### config.mk
export PLATFORM = sky130hd
export DESIGN_NAME = sysctl_exec
export DESIGN_NICKNAME = d
export VERILOG_FILES = /design/src/core/state_timer.v /design/src/core/sysctl_exec.v
export VERILOG_INCLUDE_DIRS = /design/src /design/src/core
export SDC_FILE = /design/constraint.sdc
export NUM_CORES = 1
export LEC_CHECK = 0
export BUFFER_PORTS_ARGS = -buffer_cell sky130_fd_sc_hd__buf_2
export CELL_PAD_IN_SITES_DETAIL_PLACEMENT = 1
export CELL_PAD_IN_SITES_GLOBAL_PLACEMENT = 2
export CORE_ASPECT_RATIO = 1.5
export CORE_UTILIZATION = 30
export DETAILED_ROUTE_END_ITERATION = 10
export PLACE_DENSITY_LB_ADDON = 0.1
export SYNTH_ARGS = -nofsm -noshare
export SYNTH_HDL_FRONTEND = slang
export SYNTH_SLANG_ARGS = --single-unit
### constraint.sdc
create_clock -name i_core_clk -period 4.15 [get_ports i_core_clk]
set_clock_uncertainty 0.05 [all_clocks]
set_input_delay 0.83 -clock i_core_clk [delete_from_list [all_inputs] [get_ports i_core_clk]]
set_output_delay 0.83 -clock i_core_clk [all_outputs]
set_load 0.02 [all_outputs]
### src/core/sysctl_exec_defs.vh
// Constants for the system-control and block-copy execution unit
`ifndef SYSCTL_EXEC_DEFS_VH
`define SYSCTL_EXEC_DEFS_VH

// ************************************************************
// Operation codes presented on i_op
// ************************************************************
`define OP_NOP 4'h0
`define OP_SLEEP 4'h1
`define OP_TRAP 4'h2
`define OP_RTE 4'h3
`define OP_LDC_IMM 4'h4
`define OP_LDC_REG 4'h5
`define OP_LDC_MEM 4'h6
`define OP_STC_REG 4'h7
`define OP_STC_MEM 4'h8
`define OP_FLAGS_AND_IMMEDIATE 4'h9
`define OP_ORC 4'hA
`define OP_FLAGS_XOR_IMMEDIATE 4'hB
`define OP_COPY_B 4'hC
`define OP_COPY_W 4'hD

// ************************************************************
// Memory addressing modes presented on i_amode
// ************************************************************
`define AM_IND 3'h0
`define AM_D16 3'h1
`define AM_D24 3'h2
`define AM_STEP 3'h3
`define AM_A16 3'h4
`define AM_A24 3'h5

// ************************************************************
// Execution states per instruction
// ************************************************************
`define ST_SHORT 16'h0002
`define ST_TRAP_NRM 16'h000E
`define ST_TRAP_ADV 16'h0010
`define ST_RTE 16'h000A
`define ST_MEM_IND 16'h0006
`define ST_MEM_D16 16'h0008
`define ST_MEM_D24 16'h000C
`define ST_MEM_STEP 16'h0008
`define ST_MEM_A16 16'h0008
`define ST_MEM_A24 16'h000A
`define ST_COPY_BASE 16'h0008
`define ST_LOAD_ADJ 16'h0002

// ************************************************************
// Instruction lengths in bytes
// ************************************************************
`define LEN_2 24'h000002
`define LEN_4 24'h000004
`define LEN_6 24'h000006
`define LEN_8 24'h000008
`define LEN_10 24'h00000A

// ************************************************************
// Flag layout, reset values, stack and vector constants
// ************************************************************
`define CCR_MASK_BIT 7
`define CCR_RST 8'h80
`define PC_RST 24'h000000
`define SP_RST 24'h00FF80
`define TRAP_VEC_BASE 24'h000010
`define PTR_STEP 32'h00000002
`define SP_STEP_NRM 24'h000004
`define SP_STEP_ADV 24'h000006
`define WORD_STEP 24'h000002

`endif

### src/core/state_timer.v
// Down-counter that measures the execution states of one instruction
module state_timer (
  // Clock and reset
  input wire i_core_clk,
  input wire i_rst,
  // Load and status
  input wire i_load,
  input wire [15:0] i_value,
  output wire o_zero
);

  reg [15:0] cnt_ff;
  reg [15:0] nxt_cnt;

  // Reload wins over the running count
  always @* begin
    nxt_cnt = cnt_ff;
    if (i_load) begin
      nxt_cnt = i_value;
    end else if (cnt_ff != 16'h0000) begin
      nxt_cnt = cnt_ff - 16'h0001;
    end
  end

  // Counter register
  always @(posedge i_core_clk) begin
    if (i_rst) begin
      cnt_ff <= 16'h0000;
    end else begin
      cnt_ff <= nxt_cnt;
    end
  end

  assign o_zero = (cnt_ff == 16'h0000);

endmodule // state_timer

### src/core/sysctl_exec.v
// Execution unit for flag, trap, return, sleep and block-copy instructions
// What this block does
// RULE1 - Trap pushes program counter then flags, sets mask bit, jumps; 14/16 states.
// RULE2 - Exception return pops flags then program counter, restoring every flag.
// RULE3 - Post-increment flag load reads word at pointer, then pointer plus two.
// RULE4 - Flag load: 24-bit displacement 10 bytes, 16-bit displacement 6 bytes.
// RULE5 - Flag store, 16-bit displacement: word write, 6 bytes, flags untouched.
// RULE6 - Pre-decrement flag store subtracts two from pointer, then writes there.
// RULE7 - Block copy moves bytes source to destination, bumps pointers, counts down.
// RULE8 - Zero count at start copies nothing and leaves all flags alone.
// RULE9 - Byte form counts low half, word form full count; 8 plus 4 per byte.
// RULE10 - State counts assume code and operands sit in on-chip memory.
// RULE11 - Immediate AND, OR, XOR on flags write every flag in 2 states.
// RULE12 - Sleep enters power-down, flags kept; no-op only advances by two.
`include "sysctl_exec_defs.vh"
module sysctl_exec (
  // Clock and reset
  input wire i_core_clk,
  input wire i_rst,
  // Decoded instruction
  input wire i_start,
  input wire [3:0] i_op,
  input wire [2:0] i_amode,
  input wire i_adv_mode,
  input wire [7:0] i_imm,
  input wire [23:0] i_disp,
  input wire [31:0] i_ptr,
  input wire [7:0] i_rs8,
  input wire [1:0] i_trap_num,
  input wire [15:0] i_count,
  input wire [23:0] i_src,
  input wire [23:0] i_dst,
  input wire i_wake,
  // On-chip memory, read data valid in the cycle of the request
  input wire [15:0] i_mem_rdata,
  output reg o_mem_req,
  output reg o_mem_we,
  output reg o_mem_byte,
  output reg [23:0] o_mem_addr,
  output reg [15:0] o_mem_wdata,
  // Status and architectural results
  output reg o_busy,
  output reg o_done,
  output reg o_sleep,
  output reg [23:0] o_pc,
  output reg [23:0] o_sp,
  output reg [7:0] o_ccr,
  output reg [31:0] o_ptr,
  output reg o_ptr_we,
  output reg [7:0] o_rd8,
  output reg o_rd8_we,
  output reg [23:0] o_src,
  output reg [23:0] o_dst,
  output reg [15:0] o_count,
  output reg o_copy_we
);

  // ************************************************************
  // Sequencer states
  // ************************************************************
  localparam S_IDLE = 3'h0;
  localparam S_ACC = 3'h1;
  localparam S_CPR = 3'h2;
  localparam S_CPC = 3'h3;
  localparam S_CPW = 3'h4;
  localparam S_CPN = 3'h5;
  localparam S_HOLD = 3'h6;

  reg [2:0] state_ff;
  reg [2:0] step_ff;
  reg phase_ff;
  reg [3:0] op_ff;
  reg [2:0] am_ff;
  reg adv_ff;
  reg [7:0] imm_ff;
  reg [23:0] disp_ff;
  reg [31:0] ptr_ff;
  reg [7:0] rs8_ff;
  reg [1:0] tnum_ff;
  reg [23:0] tmp_pc_ff;
  reg [7:0] tmp_ccr_ff;
  reg [7:0] byte_ff;
  reg wake_meta_ff;
  reg wake_ff;
  reg tmr_load;
  reg [15:0] tmr_value;
  wire tmr_zero;

  // Wake is a pin; two stages before use
  always @(posedge i_core_clk) begin
    if (i_rst) begin
      wake_meta_ff <= 1'b0;
      wake_ff <= 1'b0;
    end else begin
      wake_meta_ff <= i_wake;
      wake_ff <= wake_meta_ff;
    end
  end

  state_timer u_timer (
    .i_core_clk(i_core_clk),
    .i_rst(i_rst),
    .i_load(tmr_load),
    .i_value(tmr_value),
    .o_zero(tmr_zero)
  );

  // ************************************************************
  // Decode of the instruction being accepted
  // ************************************************************
  reg [15:0] n_states;
  always @* begin
    case (i_op)
      `OP_TRAP: n_states = i_adv_mode ? `ST_TRAP_ADV : `ST_TRAP_NRM; // [RULE1]
      `OP_RTE: n_states = `ST_RTE;
      `OP_LDC_MEM, `OP_STC_MEM: begin
        case (i_amode)
          `AM_IND: n_states = `ST_MEM_IND;
          `AM_D16: n_states = `ST_MEM_D16;
          `AM_D24: n_states = `ST_MEM_D24;
          `AM_STEP: n_states = `ST_MEM_STEP;
          `AM_A16: n_states = `ST_MEM_A16;
          default: n_states = `ST_MEM_A24;
        endcase
      end
      `OP_COPY_B, `OP_COPY_W: n_states = `ST_COPY_BASE; // [RULE9]
      default: n_states = `ST_SHORT; // [RULE11] [RULE12]
    endcase
  end

  // Timer counts every state, assuming single-cycle on-chip access [RULE10]
  wire copy_zero = (i_op == `OP_COPY_B) ? (i_count[7:0] == 8'h00) :
    (i_count == 16'h0000); // [RULE9]
  wire accept = i_start && (state_ff == S_IDLE) && !o_sleep;

  // ************************************************************
  // Addresses and memory steps of the current instruction
  // ************************************************************
  wire [23:0] ptr24 = ptr_ff[23:0];
  wire [23:0] d16_ext = {{8{disp_ff[15]}}, disp_ff[15:0]};
  wire [23:0] vec_off = adv_ff ? {20'h00000, tnum_ff, 2'b00} :
    {21'h000000, tnum_ff, 1'b0};
  wire [23:0] vec_addr = `TRAP_VEC_BASE + vec_off;
  reg [23:0] ea;
  reg [23:0] acc_addr;
  reg acc_we;
  reg [15:0] acc_wdata;
  reg acc_last;
  reg [23:0] inst_len;

  // Effective address and instruction length for flag load and store
  always @* begin
    ea = ptr24;
    inst_len = `LEN_4;
    case (am_ff)
      `AM_D16: begin
        ea = ptr24 + d16_ext;
        inst_len = `LEN_6; // [RULE4] [RULE5]
      end
      `AM_D24: begin
        ea = ptr24 + disp_ff;
        inst_len = `LEN_10; // [RULE4]
      end
      `AM_STEP: begin
        if (op_ff == `OP_STC_MEM) begin
          ea = ptr24 - `WORD_STEP; // [RULE6]
        end
      end
      `AM_A16: begin
        ea = d16_ext;
        inst_len = `LEN_6;
      end
      `AM_A24: begin
        ea = disp_ff;
        inst_len = `LEN_8;
      end
      default: ea = ptr24;
    endcase
  end

  // Access list; stack grows down, program counter goes at higher addresses than the flags
  always @* begin
    acc_addr = ea;
    acc_we = 1'b0;
    acc_wdata = {8'h00, o_ccr};
    acc_last = 1'b1;
    case (op_ff)
      `OP_TRAP: begin
        acc_we = 1'b1;
        acc_last = 1'b0;
        case ({adv_ff, step_ff})
          4'h0: begin
            acc_addr = o_sp - `WORD_STEP;
            acc_wdata = o_pc[15:0];
          end
          4'h1: acc_addr = o_sp - `SP_STEP_NRM;
          4'h8: begin
            acc_addr = o_sp - `SP_STEP_NRM;
            acc_wdata = {8'h00, o_pc[23:16]};
          end
          4'h9: begin
            acc_addr = o_sp - `WORD_STEP;
            acc_wdata = o_pc[15:0];
          end
          4'hA: acc_addr = o_sp - `SP_STEP_ADV;
          4'hB: begin
            acc_we = 1'b0;
            acc_addr = vec_addr;
          end
          default: begin
            acc_we = 1'b0;
            acc_last = 1'b1;
            acc_addr = adv_ff ? vec_addr + `WORD_STEP : vec_addr;
          end
        endcase
      end
      `OP_RTE: begin
        acc_addr = o_sp + {20'h00000, step_ff, 1'b0};
        acc_last = adv_ff ? (step_ff == 3'h2) : (step_ff == 3'h1);
      end
      `OP_STC_MEM: acc_we = 1'b1; // [RULE5] [RULE6]
      default: acc_we = 1'b0; // [RULE3]
    endcase
  end

  // ************************************************************
  // Sequencer, memory port and architectural state
  // ************************************************************
  always @(posedge i_core_clk) begin
    if (i_rst) begin
      state_ff <= S_IDLE;
      step_ff <= 3'h0;
      phase_ff <= 1'b0;
      op_ff <= `OP_NOP;
      am_ff <= `AM_IND;
      adv_ff <= 1'b0;
      imm_ff <= 8'h00;
      disp_ff <= 24'h000000;
      ptr_ff <= 32'h00000000;
      rs8_ff <= 8'h00;
      tnum_ff <= 2'b00;
      tmp_pc_ff <= `PC_RST;
      tmp_ccr_ff <= `CCR_RST;
      byte_ff <= 8'h00;
      o_mem_req <= 1'b0;
      o_mem_we <= 1'b0;
      o_mem_byte <= 1'b0;
      o_mem_addr <= 24'h000000;
      o_mem_wdata <= 16'h0000;
      o_busy <= 1'b0;
      o_done <= 1'b0;
      o_sleep <= 1'b0;
      o_pc <= `PC_RST;
      o_sp <= `SP_RST;
      o_ccr <= `CCR_RST;
      o_ptr <= 32'h00000000;
      o_ptr_we <= 1'b0;
      o_rd8 <= 8'h00;
      o_rd8_we <= 1'b0;
      o_src <= 24'h000000;
      o_dst <= 24'h000000;
      o_count <= 16'h0000;
      o_copy_we <= 1'b0;
    end else begin
      o_done <= 1'b0;
      o_ptr_we <= 1'b0;
      o_rd8_we <= 1'b0;
      o_copy_we <= 1'b0;
      o_mem_req <= 1'b0;
      o_mem_we <= 1'b0;
      // Wake only leaves power-down; it never interrupts an instruction
      if (wake_ff) begin
        o_sleep <= 1'b0;
      end
      case (state_ff)
        S_IDLE: begin
          if (accept) begin
            op_ff <= i_op;
            am_ff <= i_amode;
            adv_ff <= i_adv_mode;
            imm_ff <= i_imm;
            disp_ff <= i_disp;
            ptr_ff <= i_ptr;
            rs8_ff <= i_rs8;
            tnum_ff <= i_trap_num;
            o_src <= i_src;
            o_dst <= i_dst;
            o_count <= i_count;
            step_ff <= 3'h0;
            phase_ff <= 1'b0;
            o_busy <= 1'b1;
            if (i_op == `OP_TRAP || i_op == `OP_RTE ||
                i_op == `OP_LDC_MEM || i_op == `OP_STC_MEM) begin
              state_ff <= S_ACC;
            end else if ((i_op == `OP_COPY_B || i_op == `OP_COPY_W) &&
                         !copy_zero) begin
              state_ff <= S_CPR; // [RULE7]
            end else begin
              state_ff <= S_HOLD; // [RULE8]
            end
          end
        end
        S_ACC: begin
          if (!phase_ff) begin
            o_mem_req <= 1'b1;
            o_mem_we <= acc_we;
            o_mem_byte <= 1'b0;
            o_mem_addr <= acc_addr;
            o_mem_wdata <= acc_wdata;
            phase_ff <= 1'b1;
          end else begin
            phase_ff <= 1'b0;
            step_ff <= step_ff + 3'h1;
            // Read data is taken in the cycle the request is visible
            if (!o_mem_we) begin
              if (op_ff == `OP_RTE && step_ff == 3'h0) begin
                tmp_ccr_ff <= i_mem_rdata[7:0]; // [RULE2]
              end else if (acc_last) begin
                tmp_pc_ff[15:0] <= i_mem_rdata;
                tmp_ccr_ff <= (op_ff == `OP_LDC_MEM) ? i_mem_rdata[7:0] :
                  tmp_ccr_ff;
              end else begin
                tmp_pc_ff[23:16] <= i_mem_rdata[7:0];
              end
              if (acc_last && !adv_ff) begin
                tmp_pc_ff[23:16] <= 8'h00;
              end
            end
            if (acc_last) begin
              state_ff <= S_HOLD;
            end
          end
        end
        S_CPR: begin
          o_mem_req <= 1'b1;
          o_mem_byte <= 1'b1;
          o_mem_addr <= o_src;
          state_ff <= S_CPC;
        end
        S_CPC: begin
          byte_ff <= i_mem_rdata[7:0];
          o_mem_req <= 1'b1;
          o_mem_we <= 1'b1;
          o_mem_byte <= 1'b1;
          o_mem_addr <= o_dst;
          o_mem_wdata <= {8'h00, i_mem_rdata[7:0]};
          state_ff <= S_CPW;
        end
        S_CPW: begin
          state_ff <= S_CPN;
        end
        S_CPN: begin
          // Pointers step after every byte; byte form keeps count top half
          o_src <= o_src + 24'h000001; // [RULE7]
          o_dst <= o_dst + 24'h000001;
          if (op_ff == `OP_COPY_B) begin
            o_count[7:0] <= o_count[7:0] - 8'h01; // [RULE9]
          end else begin
            o_count <= o_count - 16'h0001;
          end
          if ((op_ff == `OP_COPY_B && o_count[7:0] == 8'h01) ||
              (op_ff == `OP_COPY_W && o_count == 16'h0001)) begin
            state_ff <= S_HOLD;
          end else begin
            state_ff <= S_CPR;
          end
        end
        S_HOLD: begin
          if (tmr_zero) begin
            state_ff <= S_IDLE;
            o_busy <= 1'b0;
            o_done <= 1'b1;
            o_pc <= o_pc + `LEN_2; // [RULE12]
            case (op_ff)
              `OP_SLEEP: o_sleep <= 1'b1; // [RULE12]
              `OP_TRAP: begin
                o_pc <= tmp_pc_ff; // [RULE1]
                o_ccr[`CCR_MASK_BIT] <= 1'b1;
                o_sp <= o_sp - (adv_ff ? `SP_STEP_ADV : `SP_STEP_NRM);
              end
              `OP_RTE: begin
                o_pc <= tmp_pc_ff; // [RULE2]
                o_ccr <= tmp_ccr_ff;
                o_sp <= o_sp + (adv_ff ? `SP_STEP_ADV : `SP_STEP_NRM);
              end
              `OP_LDC_IMM: o_ccr <= imm_ff;
              `OP_LDC_REG: o_ccr <= rs8_ff;
              `OP_LDC_MEM: begin
                o_ccr <= tmp_ccr_ff;
                o_pc <= o_pc + inst_len; // [RULE4]
                if (am_ff == `AM_STEP) begin
                  o_ptr <= ptr_ff + `PTR_STEP; // [RULE3]
                  o_ptr_we <= 1'b1;
                end
              end
              `OP_STC_REG: begin
                o_rd8 <= o_ccr;
                o_rd8_we <= 1'b1;
              end
              `OP_STC_MEM: begin
                o_pc <= o_pc + inst_len; // [RULE5]
                if (am_ff == `AM_STEP) begin
                  o_ptr <= ptr_ff - `PTR_STEP; // [RULE6]
                  o_ptr_we <= 1'b1;
                end
              end
              `OP_FLAGS_AND_IMMEDIATE: o_ccr <= o_ccr & imm_ff; // [RULE11]
              `OP_ORC: o_ccr <= o_ccr | imm_ff;
              `OP_FLAGS_XOR_IMMEDIATE: o_ccr <= o_ccr ^ imm_ff;
              `OP_COPY_B, `OP_COPY_W: begin
                o_pc <= o_pc + `LEN_4; // [RULE8]
                o_copy_we <= 1'b1;
              end
              default: o_ccr <= o_ccr;
            endcase
          end
        end
        default: state_ff <= S_IDLE;
      endcase
    end
  end

  // Timer loads at accept, and again with the fixed tail after each copied byte
  always @* begin
    tmr_load = 1'b0;
    tmr_value = n_states - `ST_LOAD_ADJ;
    if (accept) begin
      tmr_load = 1'b1;
    end else if (state_ff == S_CPN) begin
      tmr_load = 1'b1;
      tmr_value = `ST_COPY_BASE - `ST_LOAD_ADJ; // [RULE9]
    end
  end

endmodule // sysctl_exec

* Yosys cells after proc, flatten, opt, wreduce, memory -nomap -nowiden
Index checks and enable logic that the tools add are counted.
** Storage, ports and cells
- Flip-flop bits (word level) :: 348
- Output and inout bits :: 209
** Operators by class
- $add $sub $neg :: 23
- Equal/unequal tests :: 53
- Mux-type cells :: 81
- Bitwise logic cells :: 8
- Reduce and logical (&&, ||, !) cells :: 71
** Operator list (count)
- 24-bit one-hot mux with 2 select lines :: 4
- 24-bit one-hot mux with 3 select lines :: 2
- 16-bit 2-to-1 mux :: 8
- 24-bit 2-to-1 mux :: 5
- 24-bit one-hot mux with 5 select lines :: 1
- 16-bit one-hot mux with 2 select lines :: 3
- 24-bit one-hot mux with 4 select lines :: 1
- 24-bit adder :: 3
- 32-bit 2-to-1 mux :: 2
- 32-bit one-hot mux with 2 select lines :: 1
- 8-bit 2-to-1 mux :: 7
- 4-bit equality test (second input constant) :: 13
- 24-bit by 1-bit adder with 24-bit output (second input constant) :: 2
- 24-bit by 2-bit subtractor with 24-bit output (second input constant) :: 2
- 24-bit by 3-bit subtractor with 24-bit output (second input constant) :: 2
- 7-bit one-hot mux with 6 select lines :: 1
- 32-bit by 2-bit adder with 32-bit output (second input constant) :: 1
- 16-bit logical NOT :: 2
- 16-bit by 1-bit subtractor with 16-bit output (second input constant) :: 2
- 32-bit by 2-bit subtractor with 32-bit output (second input constant) :: 1
- 3-bit 2-to-1 mux :: 9
- 24-bit by 2-bit adder with 24-bit output (second input constant) :: 1
- 24-bit by 3-bit adder with 24-bit output :: 1
- 24-bit by 3-bit adder with 24-bit output (second input constant) :: 1
- 52 further kinds :: 161

* Longest topological paths before layout
- Depth after elaboration :: 8
- Mapped depth :: 16

* Cells and area by module
Synthesis repeated with hierarchy kept, for this count alone.
** Second synthesis, totals
- Cells, all modules :: 3059
- Area total of the unflattened synthesis :: 22825.6 um2
** Modules (own cells, without submodules)
- sysctl_exec :: times used 1, cells each 2943, area an instance 21861.0 um2, seq. area each 6626.4 um2
- state_timer :: times used 1, cells each 116, area an instance 964.7 um2, seq. area each 320.3 um2

* Least setup slack after synthesis
OpenSTA, ideal clock, no wires.
- Kind :: register to register
- Start :: reg op_ff[2]
- End :: reg o_sp[20]
- Library setup time :: 0.087 ns
- Arrival time :: 3.723 ns
- Data required time :: 4.013 ns
- Path slack :: 0.290 ns
- Stages on the path, launching flop included :: 16
- Buffers on the path :: 2
- Period minus slack after synthesis :: 3.860 ns
- Cell sequence :: dfxtp_1 -> buf_2 -> nand2b_1 -> nor2_1 -> inv_1 -> clkbuf_1 -> nand2_1 -> ha_1 -> a211oi_1 -> nor4_1 -> o31ai_1 -> a21oi_1 -> a221oi_1 -> o21ai_0 -> xnor2_1 -> o31ai_1
** On the way
- Cells in the longest elaborated chain, start to end :: 3
- Elaborated cells between the ends (all ways) :: 5
** RTL lines
- start: declaration :: RTL line sysctl_exec.v:72 : reg [3:0] op_ff;
- start signal: assignment :: RTL line sysctl_exec.v:234 : op_ff <= `OP_NOP;
- start signal: assignment :: RTL line sysctl_exec.v:278 : op_ff <= i_op;
- 4-bit by 2-bit equality test with 1-bit output :: RTL line sysctl_exec.v:374 : case (op_ff)
- 2-bit nonzero test (no line)
- 3-bit AND reduction (no line)
- end signal: assignment :: RTL line sysctl_exec.v:254 : o_sp <= `SP_RST;
- end signal: assignment :: RTL line sysctl_exec.v:379 : o_sp <= o_sp - (adv_ff ? `SP_STEP_ADV : `SP_STEP_NRM);
- end signal: assignment :: RTL line sysctl_exec.v:384 : o_sp <= o_sp + (adv_ff ? `SP_STEP_ADV : `SP_STEP_NRM);
- end: declaration :: RTL line sysctl_exec.v:46 : output reg [23:0] o_sp,
Parallel ways exist; a longest one is shown, timed or not.
A chain may end at the register's enable or synchronous reset.

* Worst setup path in the final report
- Start :: reg op_ff[0]
- End :: reg o_ptr[31]
** On the way
- Cells in the longest elaborated chain, start to end :: 3
- Elaborated cells between the ends (all ways) :: 7
** RTL lines
- 4-bit by 3-bit equality test with 1-bit output / 4-bit equality test (equally long branches) :: RTL line sysctl_exec.v:374
- 2-bit by 1-bit inequality test with 1-bit output (no line) / 2-bit nonzero test (equally long branches)
- 5-bit AND reduction (no line)
- end signal: assignment :: RTL line sysctl_exec.v:392 : o_ptr <= ptr_ff + `PTR_STEP;
- end signal: assignment :: RTL line sysctl_exec.v:403 : o_ptr <= ptr_ff - `PTR_STEP;
- end: declaration :: RTL line sysctl_exec.v:48 : output reg [31:0] o_ptr,
Parallel ways exist; a longest one is shown, timed or not.

==> results.json <==
{
  "status": "completed",
  "r2r_end": "o_ptr[31]",
  "dieHeight_um": 341,
  "synth_ff_type": "dfxtp_1",
  "hold_path_class": "flip-flop to flip-flop",
  "synth_seq_cells": 347,
  "fin_setup_tns_ps": 0,
  "arrival_ps": 4180,
  "root_buffer": "clkbuf_16",
  "hold_path_end": "wake_ff",
  "antenna_found_initial": 9,
  "cts_hold_buffers": 0,
  "maxCapViolCount": 0,
  "p_leak_nw": 11.2,
  "ys_types": 90,
  "yosys.cell_count.top_type": "nand2_1",
  "path_clk_slew_ps": 60,
  "routed_wl_um": 111000,
  "crit_path_end_kind": "flip-flop",
  "syn2layout_area_growth_pct": 19.9,
  "dr.pass1.iters": 7,
  "critical_path_peak_fanout": 22,
  "postCtsSetupBuffers": 0,
  "worstRegToRegCells": 12,
  "grt_max_degree": 99,
  "synthesis.nets": 3374,
  "crit_type": "flip-flop to flip-flop",
  "p_per_area_mw_per_mm2": 575,
  "finalCritPeriodShare_pct": 90.0,
  "synth_area_mm2": 0.0230,
  "clock_latency_ps": 600,
  "fmaxAchievable_mhz": 268,
  "finalHoldViolations": 0,
  "nets": 3675,
  "slew_headroom_pct": 15.5,
  "setup_viol_count_final": 0,
  "r2r-start": "op_ff[0]",
  "hp-start": "wake_meta_ff",
  "required_ps": 4600,
  "avgRoutedWirePerCell_um": 24.9,
  "ios": 375,
  "die_area_mm2": 0.0779,
  "routed-via-count": 25212,
  "synthArstFlopShare_pct": 0,
  "cts_resized": 0,
  "synthTopCellsByCount": "nand2_1 (468), a21oi_1 (349), dfxtp_1 (347), nor2_1 (271), o21ai_0 (188)",
  "gp_congestion": 0.905,
  "synth_edf_count": 0,
  "startpoint_type": "flip-flop",
  "synth_area_leaders": "dfxtp_1 (30%), nand2_1 (7.6%), a21oi_1 (7.6%)",
  "rows": 124,
  "first_global_vias": 26012,
  "io_buffers": 373,
  "yosys_warnings": 0,
  "first_iter_violations": 1440,
  "cts.path.max_buffers": 3,
  "ant_nets": 0,
  "yosys.area.top_type": "dfxtp_1",
  "initial_core_util_pct": 30.3,
  "postSynthAreaPerCell_um2": 7.45,
  "grt_overflow_total": 0,
  "cts_buffers": 41,
  "post-dp-hpwl_um": 84900,
  "reg2reg_slack_ps": 420,
  "fin_crit_ps": 3730,
  "htreeDepth": 2,
  "hold_ws_ps": 391,
  "synth_top_area_share_pct": 30.2,
  "die_width_um": 228,
  "tightest_slew_ps": 1260,
  "grt_util_all_layers_pct": 27.6,
  "slew_violations": 0,
  "drive_gt1_share_pct": 17.4,
  "cts_sinks": 347,
  "ys_seq_area_share_pct": 30.2,
  "drc_errors": 0,
  "grt_first_pass_wirelength_um": 166000,
  "cts_tree": "built",
  "synth_cells": 3090,
  "ir_drop_mv": 0.282,
  "via_per_inst": 5.69,
  "core_area_mm2": 0.0760,
  "hold_depth": 1,
  "rsz0062_at_grt": "false"
}
cell usage in the layout (no fill, tap or decap), types with 26 or more instances in the layout:
| master | Yosys | layout |
|---|---|---|
| a211oi_1 | 45 | 45 |
| a21o_1 | 53 | 53 |
| a21oi_1 | 349 | 349 |
| a221oi_1 | 37 | 37 |
| a22oi_1 | 45 | 45 |
| a31oi_1 | 52 | 52 |
| buf_2 | 11 | 372 |
| buf_4 | 2 | 94 |
| clkbuf_16 | 0 | 41 |
| dfxtp_1 | 347 | 346 |
| ha_1 | 112 | 112 |
| inv_1 | 61 | 61 |
| mux2i_1 | 74 | 74 |
| nand2_1 | 468 | 468 |
| nand2b_1 | 31 | 31 |
| nand3_1 | 63 | 62 |
| nand4_1 | 30 | 30 |
| nor2_1 | 271 | 268 |
| nor3_1 | 97 | 96 |
| nor4_1 | 43 | 43 |
| o211ai_1 | 26 | 26 |
| o21ai_0 | 188 | 188 |
| xnor2_1 | 60 | 60 |
| xor2_1 | 38 | 38 |
flip-flops by register name (all words and copies together), names as in the netlist, 23 cells and up:
| register | cells |
|---|---|
| disp_ff | 24 |
| o_dst | 24 |
| o_mem_addr | 24 |
| o_pc | 24 |
| o_ptr | 32 |
| o_sp | 23 |
| o_src | 24 |
| ptr_ff | 32 |
| tmp_pc_ff | 24 |
report_power, final:
group	total, W	switching [W]	leakage (nW)	internal [W]
clock network	0.00413	0.00163	0.724	0.00250
logic	0.00707	0.00474	7.65	0.00234
registers	0.00467	0.000774	2.82	0.00390
total	0.0159	0.00714	11.2	0.00874
layout make-up:
cell class              instances  area, um2
fillers                      9386      48400
multi-input cells            2470      15100
flip-flops and latches        347       6950
repair buffers                468       2600
well taps                    1008       1260
clock buffers                  55       1150
clock inverters                19        333
inverters                      63        236
diodes                          1       2.50
metal layers:
metal	GRT usage (%)	vias up	routed length, um
li1	-	11895	-
met1	31.8	12464	44800
met2	51.0	653	56500
met3	3.67	188	4610
met4	11.3	12	4640
met5	0	-	64
stage by stage:
step,cells,setup WS (ps),area (um2),utilization (%),total power (W)
2_1_floorplan,3090,290,23000,-,0.00893
3_3_place_gp,4356,489,26100,34.4,0.0116
3_5_place_dp,4356,416,26100,34.4,0.0118
4_1_cts,4430,406,27600,36.3,0.0160
5_1_grt,4430,165,27600,36.3,0.0168
6_report,4431,415,27600,36.3,0.0159
worst max-delay path: stages, from the launching register on:
cell	delay (ps)
dfxtp_1	350
or4b_1	660
inv_1	230
buf_4	330
ha_1	370
a21oi_1	180
o21ai_0	120
nor2_1	130
a2bb2oi_1	400
o21a_1	280
o2111ai_1	170
mux2i_1	140
a221oi_1	240
cell families after synthesis:
kind of cell | Yosys count | share of synthesized area, %
adder cells (fa/ha/maj) | 119 | 6.65
XOR/XNOR | 98 | 3.73
multiplexers | 82 | 3.61
AND/OR/NAND/NOR | 1180 | 24.1
AO/OA/AOI/OAI | 990 | 27.2
other | 1 | 0.0163
flip-flops | 347 | 30.2
buffers and inverters | 273 | 4.54
worst max-delay path by stage:
stage	to	from
final	o_ptr[31]	op_ff[0]
after global routing	o_pc[8]	op_ff[1]
after global placement	o_mem_addr[8]	ptr_ff[1]
after floorplan	o_sp[20]	op_ff[2]
after detailed placement	o_ptr[31]	op_ff[0]
after CTS	o_ptr[31]	op_ff[0]
No activity file was read; power rests on OpenSTA's default activity.
